==> src/hw/ads_pkg.sv <==
// Constants shared by the accessory detect status block.
// Assumes a single 10 MHz clock and a byte-wide register port.
package ads_pkg;
  localparam int CLK_PERIOD_NS = 100;
  localparam real VALID_RISE_MS = 15.0;
  localparam real VALID_FALL_MS = 0.5;
  localparam real BOTH_HIGH_MS = 1.0;
  localparam int VALID_RISE_CYC = int'(VALID_RISE_MS * 1.0E6 / CLK_PERIOD_NS);
  localparam int VALID_FALL_CYC = int'(VALID_FALL_MS * 1.0E6 / CLK_PERIOD_NS);
  localparam int BOTH_HIGH_CYC = int'(BOTH_HIGH_MS * 1.0E6 / CLK_PERIOD_NS);
  localparam int DEB_W = 18;
  localparam int AW = 8;
  localparam int DW = 8;
  // Register offsets
  localparam logic [AW-1:0] STATUS_OFS = 8'h00;
  localparam logic [AW-1:0] IRQ_OFS = 8'h01;
  localparam logic [AW-1:0] CTRL_OFS = 8'h02;
  // Status fields
  localparam int ST_VALID = 0;
  localparam int ST_MID = 1;
  localparam int ST_LOW = 2;
  localparam int ST_ID_LOW = 3;
  localparam int ST_ID_HIGH = 4;
  localparam int ST_BOTH = 5;
  // Irq flag fields, write one to clear
  localparam int IRQ_SUPPLY = 0;
  localparam int IRQ_IDENT = 1;
  localparam int IRQ_BOTH = 2;
  localparam int IRQ_CHARGER = 3;
  localparam int IRQ_N = 4;
  // Control fields
  localparam int CT_PULLUP = 0;
  localparam int CT_PP_OVR = 1;
  localparam int CT_PP_CTL = 2;
  localparam logic [DW-1:0] CTRL_RST = 8'h00;
  localparam logic [DW-1:0] ZERO_DATA = 8'h00;
  // Ident codes, high flag then low flag
  typedef enum logic [1:0] {
    ADS_ID_MID = 2'h0,
    ADS_IDENT_LINE_LOW_FLAG = 2'h1,
    ADS_IDENT_LINE_HIGH_FLAG = 2'h2,
    ADS_ID_FACTORY = 2'h3
  } ads_ident_t;
endpackage

==> src/hw/ads_deb_if.sv <==
// Link between the top module and one debouncer.
// Assumes both ends share the block clock.
`timescale 1ns/1ps
interface ads_deb_if;
  logic raw;
  logic lvl;
  logic chg;
  modport src (output raw, input lvl, input chg);
  modport deb (input raw, output lvl, output chg);
endinterface

==> src/hw/ads_top.sv <==
// Accessory detect status: supply, ident and both-high status and irqs.
// Assumes comparator levels arrive synchronous to the 10 MHz clock.
`timescale 1ns/1ps
module ads_top #(
  parameter int VALID_RISE_CYC = ads_pkg::VALID_RISE_CYC,
  parameter int VALID_FALL_CYC = ads_pkg::VALID_FALL_CYC,
  parameter int BOTH_HIGH_CYC = ads_pkg::BOTH_HIGH_CYC
) (
  input wire logic clock,
  input wire logic rst,
  input wire logic supply_valid_cmp,
  input wire logic supply_mid_cmp,
  input wire logic supply_low_cmp,
  input wire logic ident_above_high_cmp,
  input wire logic ident_below_low_cmp,
  input wire logic ident_factory_cmp,
  input wire logic both_high_cmp,
  input wire logic charger_detect_cmp,
  input wire logic transceiver_supply_on,
  input wire logic [ads_pkg::AW-1:0] addr,
  input wire logic [ads_pkg::DW-1:0] wr_data,
  input wire logic wr_en,
  input wire logic rd_en,
  output logic [ads_pkg::DW-1:0] rd_data,
  output logic accessory_irq_pin,
  output logic pullup_resistor_en,
  output logic pullup_current_en,
  output logic power_path_override,
  output logic power_path_control,
  output logic both_high_charger
);
  // Address match, shared by write and read decode
  function automatic logic reg_hit(input logic [ads_pkg::AW-1:0] a,
                                   input logic [ads_pkg::AW-1:0] ofs);
    reg_hit = (a == ofs);
  endfunction

  // Ident priority: factory, then floating, then grounded, else mid
  function automatic ads_pkg::ads_ident_t ident_code(input logic fact,
                                                     input logic high,
                                                     input logic low);
    if (fact) begin
      ident_code = ads_pkg::ADS_ID_FACTORY;
    end else if (high) begin
      ident_code = ads_pkg::ADS_IDENT_LINE_HIGH_FLAG;
    end else if (low) begin
      ident_code = ads_pkg::ADS_IDENT_LINE_LOW_FLAG;
    end else begin
      ident_code = ads_pkg::ADS_ID_MID;
    end
  endfunction

  ads_deb_if valid_if ();
  ads_deb_if both_if ();

  logic supply_valid_level_flag_q;
  logic supply_mid_level_flag_q;
  logic supply_low_level_flag_q;
  ads_pkg::ads_ident_t ident_q;
  ads_pkg::ads_ident_t ident_d;
  logic both_high_sense_q;
  logic charger_detect_threshold_q;
  logic [ads_pkg::IRQ_N-1:0] irq_q;
  logic [ads_pkg::IRQ_N-1:0] irq_d;
  logic [ads_pkg::IRQ_N-1:0] irq_set;
  logic [ads_pkg::IRQ_N-1:0] irq_clr;
  logic [ads_pkg::DW-1:0] ctrl_q;
  logic [ads_pkg::DW-1:0] rd_data_q;
  logic accessory_irq_pin_q;
  logic pullup_resistor_en_q;
  logic pullup_current_en_q;
  logic both_high_charger_q;
  logic factory_ok;
  logic supply_chg;
  logic [ads_pkg::DW-1:0] status_word;

  // Supply valid needs a long rise settle, so it is debounced
  assign valid_if.raw = supply_valid_cmp;
  ads_debounce #(
    .RISE_CYC(VALID_RISE_CYC),
    .FALL_CYC(VALID_FALL_CYC)
  ) u_valid_deb (
    .clock(clock),
    .rst(rst),
    .d(valid_if)
  );

  // Both-high detector settles the same time in either direction
  assign both_if.raw = both_high_cmp;
  ads_debounce #(
    .RISE_CYC(BOTH_HIGH_CYC),
    .FALL_CYC(BOTH_HIGH_CYC)
  ) u_both_deb (
    .clock(clock),
    .rst(rst),
    .d(both_if)
  );

  // Supply status flags; mid and low pass with one register delay
  always_ff @(posedge clock) begin
    if (rst) begin
      supply_valid_level_flag_q <= 1'b0;
      supply_mid_level_flag_q <= 1'b0;
      supply_low_level_flag_q <= 1'b0;
    end else begin
      supply_valid_level_flag_q <= valid_if.lvl;
      supply_mid_level_flag_q <= supply_mid_cmp;
      supply_low_level_flag_q <= supply_low_cmp;
    end
  end

  // Any edge on any of the three reported levels
  assign supply_chg = valid_if.chg |
                      (supply_mid_level_flag_q != supply_mid_cmp) |
                      (supply_low_level_flag_q != supply_low_cmp);

  // Factory needs the current source unselected and the transceiver up
  assign factory_ok = ident_factory_cmp & ~ctrl_q[ads_pkg::CT_PULLUP] &
                      transceiver_supply_on;
  assign ident_d = ident_code(factory_ok, ident_above_high_cmp,
                              ident_below_low_cmp);

  // Ident status register
  always_ff @(posedge clock) begin
    if (rst) begin
      ident_q <= ads_pkg::ADS_ID_MID;
    end else begin
      ident_q <= ident_d;
    end
  end

  // Charger threshold level; masks the sense bit but not the charger copy
  always_ff @(posedge clock) begin
    if (rst) begin
      charger_detect_threshold_q <= 1'b0;
      both_high_sense_q <= 1'b0;
      both_high_charger_q <= 1'b0;
    end else begin
      charger_detect_threshold_q <= charger_detect_cmp;
      both_high_sense_q <= both_if.lvl & charger_detect_cmp;
      both_high_charger_q <= both_if.lvl;
    end
  end

  // Event sources for the sticky flags
  always_comb begin
    irq_set = '0;
    irq_set[ads_pkg::IRQ_SUPPLY] = supply_chg;
    irq_set[ads_pkg::IRQ_IDENT] = (ident_d != ident_q);
    irq_set[ads_pkg::IRQ_BOTH] = both_if.chg;
    irq_set[ads_pkg::IRQ_CHARGER] =
      (charger_detect_threshold_q != charger_detect_cmp);
  end

  // Write one to clear; a new event in the same cycle keeps its flag
  assign irq_clr = (wr_en && reg_hit(addr, ads_pkg::IRQ_OFS)) ?
                   wr_data[ads_pkg::IRQ_N-1:0] : '0;
  assign irq_d = (irq_q & ~irq_clr) | irq_set;

  // Sticky flags and the pin, both taken from the same next value
  always_ff @(posedge clock) begin
    if (rst) begin
      irq_q <= '0;
      accessory_irq_pin_q <= 1'b0;
    end else begin
      irq_q <= irq_d;
      accessory_irq_pin_q <= |irq_d;
    end
  end

  // Control register; power path bits are only handed out
  always_ff @(posedge clock) begin
    if (rst) begin
      ctrl_q <= ads_pkg::CTRL_RST;
    end else if (wr_en && reg_hit(addr, ads_pkg::CTRL_OFS)) begin
      ctrl_q <= wr_data;
    end
  end

  // Pull-up switches; never both on, so ident is never double loaded
  always_ff @(posedge clock) begin
    if (rst) begin
      pullup_resistor_en_q <= 1'b0;
      pullup_current_en_q <= 1'b0;
    end else begin
      pullup_resistor_en_q <= ~ctrl_q[ads_pkg::CT_PULLUP];
      pullup_current_en_q <= ctrl_q[ads_pkg::CT_PULLUP];
    end
  end

  // Status word assembled from registered state only
  always_comb begin
    status_word = ads_pkg::ZERO_DATA;
    status_word[ads_pkg::ST_VALID] = supply_valid_level_flag_q;
    status_word[ads_pkg::ST_MID] = supply_mid_level_flag_q;
    status_word[ads_pkg::ST_LOW] = supply_low_level_flag_q;
    status_word[ads_pkg::ST_ID_LOW] = ident_q[0];
    status_word[ads_pkg::ST_ID_HIGH] = ident_q[1];
    status_word[ads_pkg::ST_BOTH] = both_high_sense_q;
  end

  // Read data stands for one cycle only; unmapped reads give zero
  always_ff @(posedge clock) begin
    if (rst) begin
      rd_data_q <= ads_pkg::ZERO_DATA;
    end else if (!rd_en) begin
      rd_data_q <= ads_pkg::ZERO_DATA;
    end else if (reg_hit(addr, ads_pkg::STATUS_OFS)) begin
      rd_data_q <= status_word;
    end else if (reg_hit(addr, ads_pkg::IRQ_OFS)) begin
      rd_data_q <= {{(ads_pkg::DW-ads_pkg::IRQ_N){1'b0}}, irq_q};
    end else if (reg_hit(addr, ads_pkg::CTRL_OFS)) begin
      rd_data_q <= ctrl_q;
    end else begin
      rd_data_q <= ads_pkg::ZERO_DATA;
    end
  end

  assign rd_data = rd_data_q;
  assign accessory_irq_pin = accessory_irq_pin_q;
  assign pullup_resistor_en = pullup_resistor_en_q;
  assign pullup_current_en = pullup_current_en_q;
  // Software owns power routing so factory entry cannot disturb it
  assign power_path_override = ctrl_q[ads_pkg::CT_PP_OVR];
  assign power_path_control = ctrl_q[ads_pkg::CT_PP_CTL];
  assign both_high_charger = both_high_charger_q;
endmodule

==> src/hw/ads_debounce.sv <==
// Two-way debouncer with separate rise and fall settle times.
// Assumes raw is already synchronous to clock.
`timescale 1ns/1ps
module ads_debounce #(
  parameter int RISE_CYC = 16,
  parameter int FALL_CYC = 16
) (
  input wire logic clock,
  input wire logic rst,
  ads_deb_if.deb d
);
  logic [ads_pkg::DEB_W-1:0] cnt_q;
  logic [ads_pkg::DEB_W-1:0] target;
  logic lvl_q;
  logic chg_q;
  localparam int W = ads_pkg::DEB_W;

  // Settle time depends on the direction of the pending change
  assign target = lvl_q ? W'(FALL_CYC - 1) :
                          W'(RISE_CYC - 1);

  // Any glitch back to the old level restarts the wait
  always_ff @(posedge clock) begin
    if (rst) begin
      cnt_q <= '0;
      lvl_q <= 1'b0;
      chg_q <= 1'b0;
    end else if (d.raw == lvl_q) begin
      cnt_q <= '0;
      chg_q <= 1'b0;
    end else if (cnt_q == target) begin
      cnt_q <= '0;
      lvl_q <= d.raw;
      chg_q <= 1'b1;
    end else begin
      cnt_q <= cnt_q + 1'b1;
      chg_q <= 1'b0;
    end
  end

  assign d.lvl = lvl_q;
  assign d.chg = chg_q;
endmodule

==> config.mk <==
export PLATFORM = sky130hd
export DESIGN_NAME = ads_top
export DESIGN_NICKNAME = d
export VERILOG_FILES = /design/src/hw/ads_pkg.sv /design/src/hw/ads_deb_if.sv /design/src/hw/ads_top.sv /design/src/hw/ads_debounce.sv
export SDC_FILE = /design/constraint.sdc
export NUM_CORES = 1
export LEC_CHECK = 0
export ABC_AREA = 1
export BUFFER_PORTS_ARGS = -buffer_cell sky130_fd_sc_hd__buf_2
export CAP_MARGIN = 40
export CORE_MARGIN = 8
export CORE_UTILIZATION = 32
export CTS_CLUSTER_SIZE = 30
export DETAILED_ROUTE_END_ITERATION = 12
export RECOVER_POWER = 25
export SYNTH_ARGS = -nofsm -noshare
export SYNTH_HDL_FRONTEND = slang
export SYNTH_SLANG_ARGS = --single-unit
==> constraint.sdc <==
create_clock -name clock -period 2.4 [get_ports clock]
set_clock_uncertainty 0.2 [all_clocks]
set_input_delay 0.24 -clock clock [delete_from_list [all_inputs] [get_ports clock]]
set_output_delay 0.24 -clock clock [all_outputs]
set_load 0.005 [all_outputs]
Yosys cells after proc, flatten, opt, wreduce, memory -nomap -nowiden
Index checks and enable logic that the tools add are counted.
Widths: inputs -> output; s select.
{ "word_totals": {"in_bits": 29, "reg_bits": 71} }
{ "classes": {"n_reduce_logical": 12, "bitwise_logic": 13, "n_addsub": 2, "n_eq_ne": 10, "mux": 10} }
{ "ops": {"columns": ["operator", "count"], "rows": [
  ["$add 18x1->18 const B", 2],
  ["$eq 18x14->1 const B", 1],
  ["$eq 18x18->1", 1],
  ["$mux 18", 1],
  ["$mux 6", 3],
  ["$eq 8x1->1 const B", 1],
  ["$eq 8x2->1 const B", 1],
  ["$logic_not 8->1", 1],
  ["$reduce_or 2->1", 3],
  ["$reduce_or 3->1", 2],
  ["$not 1->1", 5],
  ["$reduce_or 5->1", 1],
  ["$and 4x4->4", 1],
  ["$mux 2", 2],
  ["$mux 4", 1],
  ["$not 4->4", 1],
  ["$or 4x4->4", 1],
  ["$reduce_and 2->1", 2],
  ["$reduce_or 4->1", 1],
  ["$and 1x1->1", 3],
  ["$mux 1", 3],
  ["$ne 1x1->1", 3],
  ["$eq 1x1->1", 2],
  ["$logic_and 1x1->1", 2],
  ["other kinds (2)", 3]
]} }

Depth between registers and ports, before layout
{ "logic_depth": {"ltp_word": 7, "ltp_mapped": 9, "ltp_nobuf": 9} }

Cells and area by module
Synthesis repeated with hierarchy kept, for this count alone.
{ "hier_totals": {"cells_unflattened": 456, "area_unflattened_um2": 3344.5} }
{ "by_module_without_submodules": {"columns": ["module", "area_per_inst_um2", "cells_each", "n_inst", "seq_area_each_um2"], "rows": [
  ["ads_top", 1248.7, 163, 1, 620.6],
  ["ads_debounce at u_valid_deb", 1064.8, 149, 1, 400.4],
  ["ads_debounce at u_both_deb", 1031.0, 144, 1, 400.4]
]} }

Worst setup path after synthesis
No wires, ideal clock.
{ "synth_timing": {"path_kind": "reg2reg", "from": "reg u_valid_deb.cnt_q[0] (netlist name)", "to": "reg u_valid_deb.cnt_q[4] (netlist name)", "t_arrival_ns": 1.366, "required_ns": 2.083, "path_slack_ns": 0.717, "path_stages_with_launch": 10, "setup_time_ns": 0.117, "cell_sequence": "dfxtp_1 > ha_1 > nand2_1 > inv_1 > nand3_1 > nor3_2 > nand3_2 > nand2_4 > buf_6 > nor2_1"} }
{ "synth_between": {"elab_chain_len": 2, "word_cells_on_any_way": 3, "cone_classes": "add/sub: 1; eq/ne: 1; reduce/logical: 1"} }
{ "synth_lines": {"columns": ["element", "line_no", "source"], "rows": [
  ["start: declaration", "ads_debounce.sv:12", "logic [ads_pkg::DEB_W-1:0] cnt_q;"],
  ["start signal: assignment", "ads_debounce.sv:36", "cnt_q <= cnt_q + 1'b1;"],
  ["parallel branches: the longest is 2 deep, another holds $add 18x1->18", null, null]
]} }
Parallel ways; which one is timed is not known.
A chain may end at the register's enable or synchronous reset.

Worst setup path after layout
{ "layout_timing": {"from": "reg u_valid_deb.cnt_q[0] (netlist name)", "to": "reg u_valid_deb.cnt_q[5] (netlist name)"} }
The elaborated chain is that of the path after synthesis.

==> metrics.csv <==
metric;value;unit
status;completed;
syn_nets;469;
most frequent cells in the layout;87 x nand2_1, 75 x nor2_1, 71 x dfxtp_1;
crit path max fanout;18;
DR vias/cell;4.39;
mapped cell area;0.00319;mm^2
hold_buf cts;15;
Die Area;0.0134;mm^2
vias in the first global route;2638;
Min Hold Slack;7.24;ps
clk buf depth;2;
CTS buffer count;9;
Post-synth EDFFs;0;
Final nets;532;
final setup vio count;0;
dpl hpwl;5.21;mm
Routed WL per cell;10.8;um
total core area;0.00973;mm^2
Synth Instances;438;
register area;0.00142;mm^2
Hold Path Origin;supply_valid_cmp;
Static Leak;1.59;nW
yosys warns;0;
n_diodes;0;
unrepaired setup endpoints after global routing;false;
first-pass GRT wire length;11.6;mm
PostCTS Resize Cnt;0;
Final Cell Area;0.00389;mm^2
largest net degree at the start of global routing;19;
WS Path Type;flip-flop to flip-flop;
period utilization;0.769;
clk slew on worst S/H paths;90;ps
gr usage total;0.107;
max cap viols;0;
initial core utilization;0.328;
CTS H-tree lvls;3;
leading cell type in the layout, fill and taps excluded;nand2_1;
DR vias;2806;
ys async rst share;0;
R2R Setup Slk;550;ps
Worst setup SP type;flip-flop;
multi-input gate area in the final layout;0.00148;mm^2
top_reg_cell synth;dfxtp_1;
fraction of the yosys area taken by sequential cells;0.446;
Worst Path Arrival;1860;ps
routed wire length;6.90;mm
num rows;36;
Layout fillers;1004;
CP Data Required Time;2410;ps
Iter 0 DRT Violations;179;
Max Clock Freq;542;MHz
Final Hold Viols;0;
post-CTS setup buffers;0;
Yosys reg bits;71;
RR Endpoint;u_valid_deb.cnt_q[5];
clock sinks;71;
grt total ovfl;0;
share of cells above drive strength 1;0.134;
later-pin clock latency in the skew report;340;ps
Min-Delay Path Class;input pin to flip-flop;
initial antenna violation count;0;
R2R depth;8;
Avg Cell Area, Syn;7.28;um^2
Die H;116;um
# IOs;43;
Worst Hold Path EP;u_valid_deb.d.lvl;
Slew @ Worst Pin;505;ps
CTS tree;done;
fin. max-slew vios;0;
worst ir drop on vdd;0.000232;V
Port Buffers;42;
Setup TNS;0;ps
Horiz. Die Dim;116;um
Pre-antenna DRT Iters;4;
min Tclk post-route;1850;ps
P&R area growth vs syn;22.0;%
GPL Wtd Cong;0.861;
reg2reg start;u_valid_deb.cnt_q[0];
final antenna-violating net count;0;
Cells on Worst Hold Path;3;
Yosys cell types;31;
max_slew headroom;0.661;
Placed Area;0.00353;mm^2
CP Capture Type;flip-flop;
DRC viols;0;
Power Dens Cells;609;mW/mm^2
Root Buffer;clkbuf_8;
==> cell type report <==
cell class / count / area share
Inverter: 66 / 0.0650
Clock buffer: 10 / 0.0328
Sequential cell: 71 / 0.365
Timing Repair Buffer: 57 / 0.0894
Clock inverter: 6 / 0.0241
Tap cell: 133 / 0.0428
Multi-Input combinational cell: 296 / 0.381
==> registers in the layout, indices dropped and copies added, names as in the netlist <==
register                    count
u_valid_deb.cnt_q              18
irq_q                           4
supply_mid_level_flag_q         1
charger_detect_threshold_q      1
accessory_irq_pin               1
pullup_resistor_en              1
u_both_deb.cnt_q               18
u_both_deb.d.chg                1
both_high_sense_q               1
ident_q                         2
pullup_current_en               1
supply_valid_level_flag_q       1
u_valid_deb.d.chg               1
u_both_deb.d.lvl                1
both_high_charger               1
ctrl_q                          8
u_valid_deb.d.lvl               1
rd_data                         8
supply_low_level_flag_q         1
==> cells by family (layout without fill, tap and decap cells) <==
family | count (synthesis) | in the layout | synth area share
adders and majority gates | 2 | 2 | 0.00784
DFF | 71 | 71 | 0.446
and+or+nand+nor | 241 | 241 | 0.351
xor gates and xnor gates | 18 | 18 | 0.0494
buffers and inverters | 71 | 139 | 0.0898
AOI/OAI and AO/OA | 35 | 35 | 0.0565
==> metrics by stage <==
stage	utilization	instances	setup WS (ps)	total power, mW
finish	0.400	639	554	2.37
global route	0.400	639	331	2.47
CTS	0.401	639	542	2.40
detailed placement	0.363	608	565	1.33
global placement	0.363	608	616	1.33
floorplan	-	438	717	1.29
==> Yosys cell counts, types with 2 or more instances <==
cell type | number | area, um^2
nor3_2 | 2 | 20.0
dfxtp_1 | 71 | 1420
o211ai_1 | 2 | 15.0
nor2_2 | 3 | 18.8
nand3_1 | 28 | 140
o21ai_0 | 13 | 65.1
nor2_1 | 75 | 282
nand3b_1 | 3 | 22.5
inv_1 | 64 | 240
buf_6 | 2 | 22.5
nand2_1 | 87 | 327
xnor2_1 | 3 | 26.3
nand2_2 | 3 | 18.8
nand4_1 | 9 | 56.3
ha_1 | 2 | 25.0
nand2_4 | 2 | 22.5
clkbuf_1 | 3 | 11.3
nand3_2 | 4 | 40.0
xor2_1 | 15 | 131
nor3_1 | 18 | 90.1
a21oi_1 | 19 | 95.1
==> worst max path at each step <==
stage / startpoint / end / depth (start not counted)
6_report: u_valid_deb.cnt_q[0] / u_valid_deb.cnt_q[5] / 8
5_1_grt: u_valid_deb.cnt_q[0] / u_valid_deb.cnt_q[16] / 8
4_1_cts: u_both_deb.cnt_q[0] / u_both_deb.cnt_q[7] / 8
3_5_place_dp: u_both_deb.cnt_q[0] / u_both_deb.cnt_q[7] / 8
3_3_place_gp: u_both_deb.cnt_q[0] / u_both_deb.cnt_q[2] / 8
2_1_floorplan: u_valid_deb.cnt_q[0] / u_valid_deb.cnt_q[4] / 9
==> critical path, cell delays in order, from the launching register on <==
cell and delay, ps:
dfxtp_1 460, ha_1 230, nand2_1 90, inv_1 90, nand3_1 80, nor3_2 180, nand3_2 140, nand2_4 200
nor2_1 70
==> where the power goes <==
group / switching (mW) / internal, mW
clock: 0.454 / 0.593
sequential: 0.0104 / 1.19
combinational: 0.0662 / 0.0538
total: 0.531 / 1.84
==> routing by layer <==
metal / vias up / global-route usage / wire, um
met2: 65 / 0.179 / 3080
met1: 1231 / 0.130 / 3260
li1: 1500 / - / -
met5: - / 0 / 0
met3: 10 / 0.0219 / 438
met4: 0 / 0.0467 / 122
Note: power is estimated with default switching activity, not from simulation.
